File: config.mk
export PLATFORM = sky130hd
export DESIGN_NAME = pin_function_select
export DESIGN_NICKNAME = d
export VERILOG_FILES = /design/src/pin_function_pkg.sv /design/src/pin_function_select.sv
export SDC_FILE = /design/constraint.sdc
export NUM_CORES = 1
export LEC_CHECK = 0
export ABC_AREA = 1
export CORE_MARGIN = 2
export CORE_UTILIZATION = 31
export CTS_BUF_LIST = sky130_fd_sc_hd__clkbuf_4 sky130_fd_sc_hd__clkbuf_8
export CTS_CLUSTER_SIZE = 28
export DETAILED_ROUTE_END_ITERATION = 8
export DONT_BUFFER_PORTS = 1
export HOLD_SLACK_MARGIN = 0.08
export REMOVE_ABC_BUFFERS = 1
export SLEW_MARGIN = 15
export SYNTH_ARGS = -nofsm -noshare
export SYNTH_HDL_FRONTEND = slang
export SYNTH_SLANG_ARGS = --single-unit
File: constraint.sdc
create_clock -name i_sys_clk -period 1.17 [get_ports i_sys_clk]
set_input_delay 0.234 -clock i_sys_clk [delete_from_list [all_inputs] [get_ports i_sys_clk]]
set_output_delay 0.234 -clock i_sys_clk [all_outputs]
set_load 0.02 [all_outputs]
File: src/pin_function_pkg.sv
/*
 * Holds the register map, field positions, write masks and reset values
 * of the five pin function select registers.
 * Assumes a byte-wide register port and a single system clock.
 */
// Notes on behaviour
// - P2.5 bit 7 routes LED segment 21 drive onto the pin.
// - P2.5 bit 4 makes the pin the two-way line of capture/compare channel 4.
// - P2.5 bit 3 gives the pin to the I2C master clock, open drain.
// - P2.5 bit 2 gives the pin to I2C slave 1 clock, open drain.
// - P2.5 bit 6 gives the pin to I2C slave 2 clock, open drain.
// - Bit 0 enables plain general I/O; every register resets to zero.
// - P2.6 bit 7 routes LED segment 20 drive onto the pin.
// - P2.6 bit 4 makes the pin the line of capture/compare channel 5.
// - P2.6 bit 3 makes the pin the SPI slave select input.
// - P2.7 bit 7 routes LED segment 19 drive onto the pin.
// - P2.7 bit 4 feeds the pin to timer 2 as external trigger.
// - P2.7 bit 3 makes the pin the two-way SPI clock line.
// - P3.0 bit 4 makes the pin the line of capture/compare channel 2.
// - P3.1 bit 4 makes the pin the line of capture/compare channel 3.
// - Bit 2 of P3.0 or P3.1 adds the pin to interrupt group 1.
// - Bit 1 of P3.0 or P3.1 adds the pin to interrupt group 0.
// - Several pins may feed one interrupt group at once.
// - One pin may feed both interrupt groups together.
package pin_function_pkg;

    // ****************************************
    // Register map
    // ****************************************
    localparam int          NUM_PINS     = 5;
    localparam logic [15:0] OFS_P2_5     = 16'hA075;
    localparam logic [15:0] OFS_P2_6     = 16'hA076;
    localparam logic [15:0] OFS_P2_7     = 16'hA077;
    localparam logic [15:0] OFS_P3_0     = 16'hA078;
    localparam logic [15:0] OFS_P3_1     = 16'hA079;
    localparam logic [7:0]  RESET_VALUE  = 8'h00;

    // Writable bits of each register, pin index 0 to 4.
    localparam logic [7:0]  MASK_P2_5    = 8'hFD;
    localparam logic [7:0]  MASK_P2_6    = 8'h99;
    localparam logic [7:0]  MASK_P2_7    = 8'h99;
    localparam logic [7:0]  MASK_P3_0    = 8'h97;
    localparam logic [7:0]  MASK_P3_1    = 8'h97;

    // Pin indices.
    localparam int          PIN_P2_5     = 0;
    localparam int          PIN_P2_6     = 1;
    localparam int          PIN_P2_7     = 2;
    localparam int          PIN_P3_0     = 3;
    localparam int          PIN_P3_1     = 4;

    // ****************************************
    // Field positions
    // ****************************************
    localparam int BIT_LED_SEGMENT         = 7;
    localparam int BIT_SLAVE2_I2C_CLOCK    = 6;
    localparam int BIT_COMPLEMENTARY_PWM   = 5;
    localparam int BIT_CAPCOMP_LINE        = 4;
    localparam int BIT_MASTER_I2C_CLOCK    = 3;
    localparam int BIT_SPI_SLAVE_SELECT    = 3;
    localparam int BIT_SPI_CLOCK           = 3;
    localparam int BIT_TIMER2_TRIGGER      = 4;
    localparam int BIT_SLAVE1_I2C_CLOCK    = 2;
    localparam int BIT_PIN_IRQ_GROUP1      = 2;
    localparam int BIT_PIN_IRQ_GROUP0      = 1;
    localparam int BIT_GENERAL_IO          = 0;

    // Capture/compare port order: channels 2, 3, 4, 5.
    localparam int CC_CH2 = 0;
    localparam int CC_CH3 = 1;
    localparam int CC_CH4 = 2;
    localparam int CC_CH5 = 3;

endpackage

File: src/pin_function_select.sv
/*
 * Function select registers and pad multiplexer for pins P2.5 to P3.1.
 * Assumes pad inputs are asynchronous and pass a two-stage synchroniser,
 * and that peripheral signals come from logic on i_sys_clk.
 * Writes are masked, so unused bits read zero; unmapped reads give zero.
 * A low clock enable freezes registers, synchroniser and pad drive.
 */
// Our own choice: the strobed register port.
`timescale 1ns/1ns
module pin_function_select #(
    parameter logic PWM_COMP_ROUTE = 1'b1
) (
    input  wire logic        i_sys_clk,
    input  wire logic        i_rstn,
    input  wire logic        i_clk_en,
    input  wire logic [15:0] i_reg_addr,
    input  wire logic [7:0]  i_reg_wdata,
    input  wire logic        i_reg_wr,
    input  wire logic        i_reg_rd,
    output logic      [7:0]  o_reg_rdata,
    input  wire logic [4:0]  i_pad_in,
    output logic      [4:0]  o_pad_out,
    output logic      [4:0]  o_pad_oe,
    input  wire logic [4:0]  i_gpio_out,
    input  wire logic [4:0]  i_gpio_oe,
    output logic      [4:0]  o_gpio_in,
    input  wire logic [4:0]  i_led_seg_drive,
    input  wire logic [3:0]  i_capcomp_out,
    input  wire logic [3:0]  i_capcomp_oe,
    output logic      [3:0]  o_capcomp_in,
    input  wire logic        i_i2c_master_scl_low,
    output logic             o_i2c_master_scl_in,
    input  wire logic        i_i2c_slave1_scl_low,
    output logic             o_i2c_slave1_scl_in,
    input  wire logic        i_i2c_slave2_scl_low,
    output logic             o_i2c_slave2_scl_in,
    input  wire logic        i_pwm_comp_out,
    output logic             o_spi_ssn_in,
    input  wire logic        i_spi_sck_out,
    input  wire logic        i_spi_sck_oe,
    output logic             o_spi_sck_in,
    output logic             o_timer2_trigger_in,
    output logic      [1:0]  o_pin_irq_group0,
    output logic      [1:0]  o_pin_irq_group1
);

    // ****************************************
    // Helpers
    // ****************************************

    // Maps a bus address to {hit, pin index}.
    function automatic logic [3:0] decode(input logic [15:0] addr);
        logic [3:0] res;
        res = 4'h0;
        case (addr)
            pin_function_pkg::OFS_P2_5: res = 4'h8;
            pin_function_pkg::OFS_P2_6: res = 4'h9;
            pin_function_pkg::OFS_P2_7: res = 4'hA;
            pin_function_pkg::OFS_P3_0: res = 4'hB;
            pin_function_pkg::OFS_P3_1: res = 4'hC;
            default:                    res = 4'h0;
        endcase
        return res;
    endfunction

    // Gives the writable bits of a register.
    function automatic logic [7:0] wmask(input logic [2:0] idx);
        logic [7:0] m;
        m = 8'h00;
        case (idx)
            3'd0:    m = pin_function_pkg::MASK_P2_5;
            3'd1:    m = pin_function_pkg::MASK_P2_6;
            3'd2:    m = pin_function_pkg::MASK_P2_7;
            3'd3:    m = pin_function_pkg::MASK_P3_0;
            3'd4:    m = pin_function_pkg::MASK_P3_1;
            default: m = 8'h00;
        endcase
        return m;
    endfunction

    // ****************************************
    // Registers
    // ****************************************
    // Configuration bytes and bus decode.
    logic [7:0] cfg_reg [pin_function_pkg::NUM_PINS];
    logic [3:0] wr_dec;
    logic [3:0] rd_dec;
    // Synchroniser stages and next pad drive.
    logic [4:0] sync_a_reg;
    logic [4:0] sync_b_reg;
    logic [4:0] pad_out_next;
    logic [4:0] pad_oe_next;
    // Per-pin views of the configuration.
    logic [7:0] p25;
    logic [7:0] p26;
    logic [7:0] p27;
    logic [7:0] p30;
    logic [7:0] p31;

    assign wr_dec = decode(i_reg_addr);
    assign rd_dec = decode(i_reg_addr);
    assign p25    = cfg_reg[pin_function_pkg::PIN_P2_5];
    assign p26    = cfg_reg[pin_function_pkg::PIN_P2_6];
    assign p27    = cfg_reg[pin_function_pkg::PIN_P2_7];
    assign p30    = cfg_reg[pin_function_pkg::PIN_P3_0];
    assign p31    = cfg_reg[pin_function_pkg::PIN_P3_1];

    // Stores masked write data; all registers clear at reset.
    always_ff @(posedge i_sys_clk or negedge i_rstn) begin
        if (!i_rstn) begin
            for (int i = 0; i < pin_function_pkg::NUM_PINS; i++) begin
                cfg_reg[i] <= pin_function_pkg::RESET_VALUE;
            end
        end else if (i_clk_en && i_reg_wr && wr_dec[3]) begin
            cfg_reg[wr_dec[2:0]] <= i_reg_wdata & wmask(wr_dec[2:0]);
        end
    end

    // Read data stand in the cycle after the strobe; unmapped reads give zero.
    always_ff @(posedge i_sys_clk or negedge i_rstn) begin
        if (!i_rstn) begin
            o_reg_rdata <= 8'h00;
        end else if (i_clk_en) begin
            if (i_reg_rd && rd_dec[3]) begin
                o_reg_rdata <= cfg_reg[rd_dec[2:0]] & wmask(rd_dec[2:0]);
            end else begin
                o_reg_rdata <= 8'h00;
            end
        end
    end

    // ****************************************
    // Pad input synchroniser
    // ****************************************

    // Two flops bring the pad levels into the clock domain.
    always_ff @(posedge i_sys_clk or negedge i_rstn) begin
        if (!i_rstn) begin
            sync_a_reg <= 5'h00;
            sync_b_reg <= 5'h00;
        end else if (i_clk_en) begin
            sync_a_reg <= i_pad_in;
            sync_b_reg <= sync_a_reg;
        end
    end

    // ****************************************
    // Pad output multiplexer
    // ****************************************

    // Fixed priority per pin: LED first, general I/O last.
    always_comb begin
        pad_out_next = 5'h00;
        pad_oe_next  = 5'h00;
        // Pin P2.5.
        if (p25[pin_function_pkg::BIT_LED_SEGMENT]) begin
            pad_out_next[0] = i_led_seg_drive[0];
            pad_oe_next[0]  = 1'b1;
        end else if (p25[pin_function_pkg::BIT_CAPCOMP_LINE]) begin
            pad_out_next[0] = i_capcomp_out[pin_function_pkg::CC_CH4];
            pad_oe_next[0]  = i_capcomp_oe[pin_function_pkg::CC_CH4];
        end else if (p25[pin_function_pkg::BIT_MASTER_I2C_CLOCK]) begin
            pad_oe_next[0]  = i_i2c_master_scl_low;
        end else if (p25[pin_function_pkg::BIT_SLAVE1_I2C_CLOCK]) begin
            pad_oe_next[0]  = i_i2c_slave1_scl_low;
        end else if (p25[pin_function_pkg::BIT_SLAVE2_I2C_CLOCK]) begin
            pad_oe_next[0]  = i_i2c_slave2_scl_low;
        end else if (PWM_COMP_ROUTE && p25[pin_function_pkg::BIT_COMPLEMENTARY_PWM]) begin
            pad_out_next[0] = i_pwm_comp_out;
            pad_oe_next[0]  = 1'b1;
        end else if (p25[pin_function_pkg::BIT_GENERAL_IO]) begin
            pad_out_next[0] = i_gpio_out[0];
            pad_oe_next[0]  = i_gpio_oe[0];
        end

        // Pin P2.6; slave select is an input and leaves the pad undriven.
        if (p26[pin_function_pkg::BIT_LED_SEGMENT]) begin
            pad_out_next[1] = i_led_seg_drive[1];
            pad_oe_next[1]  = 1'b1;
        end else if (p26[pin_function_pkg::BIT_CAPCOMP_LINE]) begin
            pad_out_next[1] = i_capcomp_out[pin_function_pkg::CC_CH5];
            pad_oe_next[1]  = i_capcomp_oe[pin_function_pkg::CC_CH5];
        end else if (!p26[pin_function_pkg::BIT_SPI_SLAVE_SELECT] && p26[pin_function_pkg::BIT_GENERAL_IO]) begin
            pad_out_next[1] = i_gpio_out[1];
            pad_oe_next[1]  = i_gpio_oe[1];
        end

        // Pin P2.7; the timer trigger is an input only.
        if (p27[pin_function_pkg::BIT_LED_SEGMENT]) begin
            pad_out_next[2] = i_led_seg_drive[2];
            pad_oe_next[2]  = 1'b1;
        end else if (p27[pin_function_pkg::BIT_TIMER2_TRIGGER]) begin
            pad_oe_next[2]  = 1'b0;
        end else if (p27[pin_function_pkg::BIT_SPI_CLOCK]) begin
            pad_out_next[2] = i_spi_sck_out;
            pad_oe_next[2]  = i_spi_sck_oe;
        end else if (p27[pin_function_pkg::BIT_GENERAL_IO]) begin
            pad_out_next[2] = i_gpio_out[2];
            pad_oe_next[2]  = i_gpio_oe[2];
        end

        // Pin P3.0.
        if (p30[pin_function_pkg::BIT_LED_SEGMENT]) begin
            pad_out_next[3] = i_led_seg_drive[3];
            pad_oe_next[3]  = 1'b1;
        end else if (p30[pin_function_pkg::BIT_CAPCOMP_LINE]) begin
            pad_out_next[3] = i_capcomp_out[pin_function_pkg::CC_CH2];
            pad_oe_next[3]  = i_capcomp_oe[pin_function_pkg::CC_CH2];
        end else if (p30[pin_function_pkg::BIT_GENERAL_IO]) begin
            pad_out_next[3] = i_gpio_out[3];
            pad_oe_next[3]  = i_gpio_oe[3];
        end

        // Pin P3.1.
        if (p31[pin_function_pkg::BIT_LED_SEGMENT]) begin
            pad_out_next[4] = i_led_seg_drive[4];
            pad_oe_next[4]  = 1'b1;
        end else if (p31[pin_function_pkg::BIT_CAPCOMP_LINE]) begin
            pad_out_next[4] = i_capcomp_out[pin_function_pkg::CC_CH3];
            pad_oe_next[4]  = i_capcomp_oe[pin_function_pkg::CC_CH3];
        end else if (p31[pin_function_pkg::BIT_GENERAL_IO]) begin
            pad_out_next[4] = i_gpio_out[4];
            pad_oe_next[4]  = i_gpio_oe[4];
        end
    end

    // Pad drive is registered so the pads see no decode glitches.
    always_ff @(posedge i_sys_clk or negedge i_rstn) begin
        if (!i_rstn) begin
            o_pad_out <= 5'h00;
            o_pad_oe  <= 5'h00;
        end else if (i_clk_en) begin
            o_pad_out <= pad_out_next;
            o_pad_oe  <= pad_oe_next;
        end
    end

    // ****************************************
    // Inputs towards the peripherals
    // ****************************************

    // An unselected input shows its idle level: I2C clocks and select high, every other input low.
    always_comb begin
        for (int i = 0; i < pin_function_pkg::NUM_PINS; i++) begin
            o_gpio_in[i] = sync_b_reg[i] & cfg_reg[i][pin_function_pkg::BIT_GENERAL_IO];
        end
        o_capcomp_in[pin_function_pkg::CC_CH4] = sync_b_reg[0] & p25[pin_function_pkg::BIT_CAPCOMP_LINE];
        o_capcomp_in[pin_function_pkg::CC_CH5] = sync_b_reg[1] & p26[pin_function_pkg::BIT_CAPCOMP_LINE];
        o_capcomp_in[pin_function_pkg::CC_CH2] = sync_b_reg[3] & p30[pin_function_pkg::BIT_CAPCOMP_LINE];
        o_capcomp_in[pin_function_pkg::CC_CH3] = sync_b_reg[4] & p31[pin_function_pkg::BIT_CAPCOMP_LINE];
        o_i2c_master_scl_in = sync_b_reg[0] | ~p25[pin_function_pkg::BIT_MASTER_I2C_CLOCK];
        o_i2c_slave1_scl_in = sync_b_reg[0] | ~p25[pin_function_pkg::BIT_SLAVE1_I2C_CLOCK];
        o_i2c_slave2_scl_in = sync_b_reg[0] | ~p25[pin_function_pkg::BIT_SLAVE2_I2C_CLOCK];
        o_spi_ssn_in        = sync_b_reg[1] | ~p26[pin_function_pkg::BIT_SPI_SLAVE_SELECT];
        o_spi_sck_in        = sync_b_reg[2] & p27[pin_function_pkg::BIT_SPI_CLOCK];
        o_timer2_trigger_in = sync_b_reg[2] & p27[pin_function_pkg::BIT_TIMER2_TRIGGER];
    end

    // Each group sees every selected pin; a pin may be in both groups.
    always_comb begin
        o_pin_irq_group0[0] = sync_b_reg[3] & p30[pin_function_pkg::BIT_PIN_IRQ_GROUP0];
        o_pin_irq_group0[1] = sync_b_reg[4] & p31[pin_function_pkg::BIT_PIN_IRQ_GROUP0];
        o_pin_irq_group1[0] = sync_b_reg[3] & p30[pin_function_pkg::BIT_PIN_IRQ_GROUP1];
        o_pin_irq_group1[1] = sync_b_reg[4] & p31[pin_function_pkg::BIT_PIN_IRQ_GROUP1];
    end

    // Accesses to P2.5, used by the checks below.
    logic wr_p25;
    logic rd_p25;
    assign wr_p25 = i_clk_en && i_reg_wr && (i_reg_addr == pin_function_pkg::OFS_P2_5);
    assign rd_p25 = i_clk_en && i_reg_rd && (i_reg_addr == pin_function_pkg::OFS_P2_5);
endmodule

Word level (Yosys, flattened, before mapping)
Cells that the tools add are included.
{"block": "op_classes", "add_sub_neg": 0, "mul": 0, "div_mod_pow": 0, "n_lt_le_gt_ge": 2, "n_eq_ne": 9, "n_shift": 0, "muxes": 52, "bitwise": 26, "n_reduce_logical": 9}
{"op": "$eq A16 B16 Y1 const B", "n": 5}
{"op": "$mux W8", "n": 7}
{"op": "$bwmux W40", "n": 1}
{"op": "$mux W1", "n": 40}
{"op": "$bmux W8 S3", "n": 1}
{"op": "$demux W8 S3", "n": 1}
{"op": "$pmux W8 S3", "n": 1}
{"op": "$pmux W4 S5", "n": 1}
{"op": "$and A8 B8 Y8", "n": 2}
{"op": "$and A1 B1 Y1", "n": 15}
{"op": "$eq A3 B2 Y1 const B", "n": 2}
{"op": "$logic_and A1 B1 Y1", "n": 5}
{"op": "$ge A4 B4 Y1 const B", "n": 1}
{"op": "$lt A4 B1 Y1 const B", "n": 1}
{"op": "$not A1 Y1", "n": 4}
{"op": "$not A3 Y4", "n": 1}
{"op": "$or A1 B1 Y1", "n": 4}
{"op": "$reduce_or A2 Y1", "n": 2}
{"op": "$eq A3 B1 Y1 const B", "n": 1}
{"op": "$eq A3 B3 Y1 const B", "n": 1}
{"op": "$logic_not A3 Y1", "n": 1}
{"op": "$logic_not A1 Y1", "n": 1}
{"block": "totals", "ff_bits": 68, "latchBits": 0, "ram_bits": 0, "rom_bits": 0, "in_bits": 63, "output_inout_bits": 37, "elab_cells": 108, "memories": 0}

Logic depth before layout (Yosys ltp)
{"block": "depth", "ltp_word": 9, "ltp_mapped": 12, "depth_no_buf": 11}

Least setup slack after synthesis
OpenSTA, ideal clock, no wires.
{"block": "synth_path", "path_type": "in2reg", "start": "input port i_reg_addr[11]", "end": "register cfg_reg, in the netlist p25[4]", "setup_time_ns": 0.120, "arrival_time_ns": 1.306, "t_required_ns": 1.050, "path_slack_ns": -0.256, "path_stages": 11, "path_buffers": 1, "path_cell_list": "nor2_1 > nand2_1 > nor2_4 > nand2_2 > nand2_4 > nor2_4 > nor2_8 > nand2_4 > buf_6 > nand2_1 > o21ai_2"}
{"block": "synth_between", "elab_chain_len": 8, "elab_cells_between_ends": 24}
{"item": "start: declaration", "line_no": "pin_function_select.sv:16", "source": "input wire logic [15:0] i_reg_addr,"}
{"item": "$eq A16 B16 Y1", "line_no": "pin_function_select.sv:55", "source": "case (addr)"}
{"item": "$pmux W4 S5 *", "line_no": "pin_function_select.sv:55"}
{"item": "$not A3 Y4 (not written as such), or another cell as far along", "line_no": "pin_function_select.sv:115", "source": "cfg_reg[wr_dec[2:0]] <= i_reg_wdata & wmask(wr_dec[2:0]);"}
{"item": "$ge A4 B4 Y1 (not written as such), or another cell as far along", "line_no": "pin_function_select.sv:115"}
{"item": "$logic_and A1 B1 Y1 (not written as such) / $pmux W8 S3 (equally long branches)", "line_no": "pin_function_select.sv:115, pin_function_select.sv:70"}
{"item": "$mux W8, on equally long branches", "line_no": "pin_function_select.sv:115, pin_function_select.sv:114"}
{"item": "$demux W8 S3 / $and A8 B8 Y8 (equally long branches)", "line_no": "pin_function_select.sv:115"}
{"item": "$bwmux W40", "line_no": "pin_function_select.sv:115"}
{"item": "end signal: indexed assignment", "line_no": "pin_function_select.sv:112", "source": "cfg_reg[i] <= pin_function_pkg::RESET_VALUE;"}
{"item": "end signal: indexed assignment", "line_no": "pin_function_select.sv:115"}
{"item": "end: declaration", "line_no": "pin_function_select.sv:85", "source": "logic [7:0] cfg_reg [pin_function_pkg::NUM_PINS];"}
Mark *: on every way between the ends. The rest lies on a longest branch, timed or not. The select of a mux whose other input is x is not followed.
A chain may end at the register's enable or synchronous reset.

Worst setup path in the final report
{"block": "layout_path", "start": "register cfg_reg, in the netlist p25[6]", "end": "output port o_i2c_slave2_scl_in"}
{"block": "layout_between", "elab_chain_len": 2}
{"item": "$not A1 Y1", "line_no": "pin_function_select.sv:253", "source": "o_i2c_slave2_scl_in = sync_b_reg[0] | ~p25[pin_function_pkg::BIT_SLAVE2_I2C_CLOCK];"}
{"item": "$or A1 B1 Y1", "line_no": "pin_function_select.sv:253"}
{"item": "end: declaration", "line_no": "pin_function_select.sv:36", "source": "output logic o_i2c_slave2_scl_in,"}
No other way between the ends.

==> flow_metrics.py <==
metrics = {
    "route": {
        "drt-total-wl_um": 9031,
        "ant_nets": 0,
        "via_per_inst": 4.807,
        "wl_per_cell_um": 14.64,
        "num_vias": 2966,
        "drc": 0,
        "drt_pass1_iterations": 4,
        "drtIter0Drc": 138,
    },
    "grt": {
        "grt.overflow.total": 0,
        "grt_pass1_wl_um": 13390,
        "grt_pass1_vias": 2719,
        "gr-usage-all-layers": 0.1625,
        "grt_max_degree": 56,
        "antenna_found_initial": 0,
    },
    "worst_setup_path": {
        "crit_start": "p25[6]",
        "path_cells": "buf_6 > nand2_4",
        "slowest_stage": "dfrtp_1",
        "path_class": "flop to primary output",
        "worstPathRequired_ns": 0.94,
        "worst-path-max-fanout": 3,
        "regToRegStartpoint": "sync_a_reg[2]",
        "start_kind": "flop",
        "slowest_delay_ns": 0.44,
        "arrival_ns": 0.98,
        "end_kind": "primary output",
    },
    "cells_and_area": {
        "final_common_cell": "nand2_1",
        "area_growth_pct": 38.06,
        "largest_register_ffs": 8,
        "layout_common_cells": "111 x nand2_1, 45 x dfrtp_1, 42 x buf_4",
        "regMostFlops": "o_reg_rdata",
        "final_cells": 617,
        "final_layout_size_suffix_gt1_frac": 0.3492,
        "n_antenna_cell": 0,
        "final_nets": 547,
    },
    "cts": {
        "cts_tree": "built",
        "cts_buffers": 5,
        "insertion_delay_ns": 0.31,
        "ctsHoldBuffers": 15,
        "clk_pin_slew_ns": 0.10,
        "cts_root_buffer": "clkbuf_8",
        "cts_sinks": 55,
        "htreeDepth": 2,
        "clock_path_buffers": 2,
    },
    "timing": {
        "tns_ns": -0.1988,
        "fin_crit_ns": 1.215,
        "relSlewSlack": 0.5500,
        "finalWorstSetupSlack_ns": -0.04506,
        "rsz0062_at_grt": "true",
        "hold_ws_ns": -0.3983,
        "worst_slew_pin_slew_ns": 0.6750,
        "drv_slew": 0,
        "final.period_utilization": 1.039,
        "timing_hold_violations_final": 55,
        "setup_viol": 7,
        "fmax_mhz": 823.0,
        "fin_skew_ns": 0.01360,
    },
    "synth": {
        "synth_area_sq_um": 3050,
        "ys_warn_count": 0,
        "yosysTopAreaCell": "dfrtp_1",
        "synth-seq-area-share": 0.4512,
        "avgSynthCellArea_sq_um": 7.315,
        "yosysUniqueCellTypes": 30,
        "synthCells": 417,
        "synth_top_area_frac": 0.4512,
        "ys_ff_latch": 55,
        "ys_top_cells_by_area": "dfrtp_1 45%, nand2_1 17%, inv_1 6.5%, nand3_1 5.6%, nor2_1 5.3%",
    },
    "die": {
        "io_pins": 100,
        "dieArea_sq_um": 10650,
        "die_y_um": 103.2,
        "die_width_um": 103.2,
        "coreArea_sq_um": 9639,
        "initial_core_util": 0.3165,
        "rows": 36,
    },
    "placed_design": {
        "post-dp-hpwl_um": 6121,
        "place_congestion": 0.8579,
        "pre_cts_ws_ns": -0.3034,
        "portBuffers": 0,
        "dp.cells": 567,
    },
    "flow_run": {
        "cap_viol_max_count": 0,
    },
    "status": {
        "status": "complete, but fails checks",
        "violations": "hold timing, setup timing",
    },
    "power_and_ir_drop": {
        "p_per_area_nw_per_um2": 842.6,
        "p_leak_nw": 2.096,
        "irDropWorstVdd_v": 0.0004422,
    },
    "min_path": {
        "hp-class": "input pin to async pin",
    },
}
==> cells by family (layout without fill, tap and decap cells) <==
| kind of cell | after synthesis | after routing | synth area share |
|---|---|---|---|
| flip-flops | 55 | 55 | 0.4512 |
| AND/OR/NAND/NOR | 237 | 239 | 0.3384 |
| AO/OA/AOI/OAI | 60 | 60 | 0.1136 |
| buffers and inverters | 65 | 130 | 0.09680 |
==> final timing paths <==
path                                             to  slack (ns)  cells past startpoint
worst max-delay path            o_i2c_slave2_scl_in       -0.05                      2
worst min-delay path                   o_pad_out[0]       -0.40                      0
worst max register to register        sync_b_reg[2]        0.04                      3
worst min register to register        sync_a_reg[2]        0.48                      2
max in group asynchronous             sync_b_reg[4]        1.45                      0
min in group i_sys_clk                       p31[4]        0.08                      2
==> per-stage QoR <==
stage	power (mW)	hold slack (ns)	cell area, sq um	util
2_1_floorplan	2.154	-0.06159	2958	-
3_3_place_gp	2.201	-0.06036	3334	0.3459
3_5_place_dp	2.208	-0.06027	3334	0.3459
4_1_cts	3.545	-0.4044	3685	0.3823
5_1_grt	3.714	-0.4231	4212	0.4369
6_report	3.549	-0.3983	4212	0.4369
==> layout make-up <==
class / count / area (sq um)
clock buffers: 6 / 76.32
clock inverters: 1 / 30.03
fillers: 963 / 5428
inverters: 54 / 236.5
multi-input cells: 299 / 1684
flip-flops and latches: 55 / 1389
well taps: 133 / 166.4
repair buffers: 69 / 629.4
==> synthesized netlist by cell type (all sizes together) <==
| library cell | number |
|---|---|
| clkbuf | 6 |
| nand3 | 34 |
| nand4 | 1 |
| o211ai | 2 |
| nor3 | 3 |
| nor4 | 1 |
| dfrtp | 55 |
| a211o | 1 |
| buf | 5 |
| nand2 | 149 |
| nor2 | 47 |
| o22ai | 1 |
| o21a | 1 |
| inv | 54 |
| a31oi | 4 |
| o21ai | 29 |
| nand3b | 2 |
| a21oi | 21 |
| a211oi | 1 |
==> routing by layer <==
| layer | wire, um | vias to the layer above | track usage |
|---|---|---|---|
| met5 | 0 | - | 0 |
| met4 | 131 | 0 | 0.03745 |
| met3 | 618 | 15 | 0.03629 |
| met2 | 4132 | 118 | 0.2647 |
| met1 | 4149 | 1386 | 0.2218 |
| li1 | - | 1447 | - |
==> critical path, delay by kind of cell, from the launching register on <==
| family | cells | cell delay [ns] |
|---|---|---|
| flops | 1 | 0.44 |
| buf+inv | 1 | 0.14 |
| simple gates | 1 | 0.08 |
==> where the power goes <==
part / switching (mW) / internal [mW] / leakage (nW)
sequential: 0.0607 / 1.95 / 0.703
clock: 0.618 / 0.652 / 0.0547
combinational: 0.156 / 0.113 / 1.34
==> what timing repair did <==
action | CTS | global route
gates cloned | 0 | 2
hold endpoints to repair | 76 | 55
pin swaps | 1 | 34
resized for setup | 28 | 109
endpoints found under the setup margin | 19 | 54
buffers inserted | 8 | 18
Power figures use the tool's default switching activity.
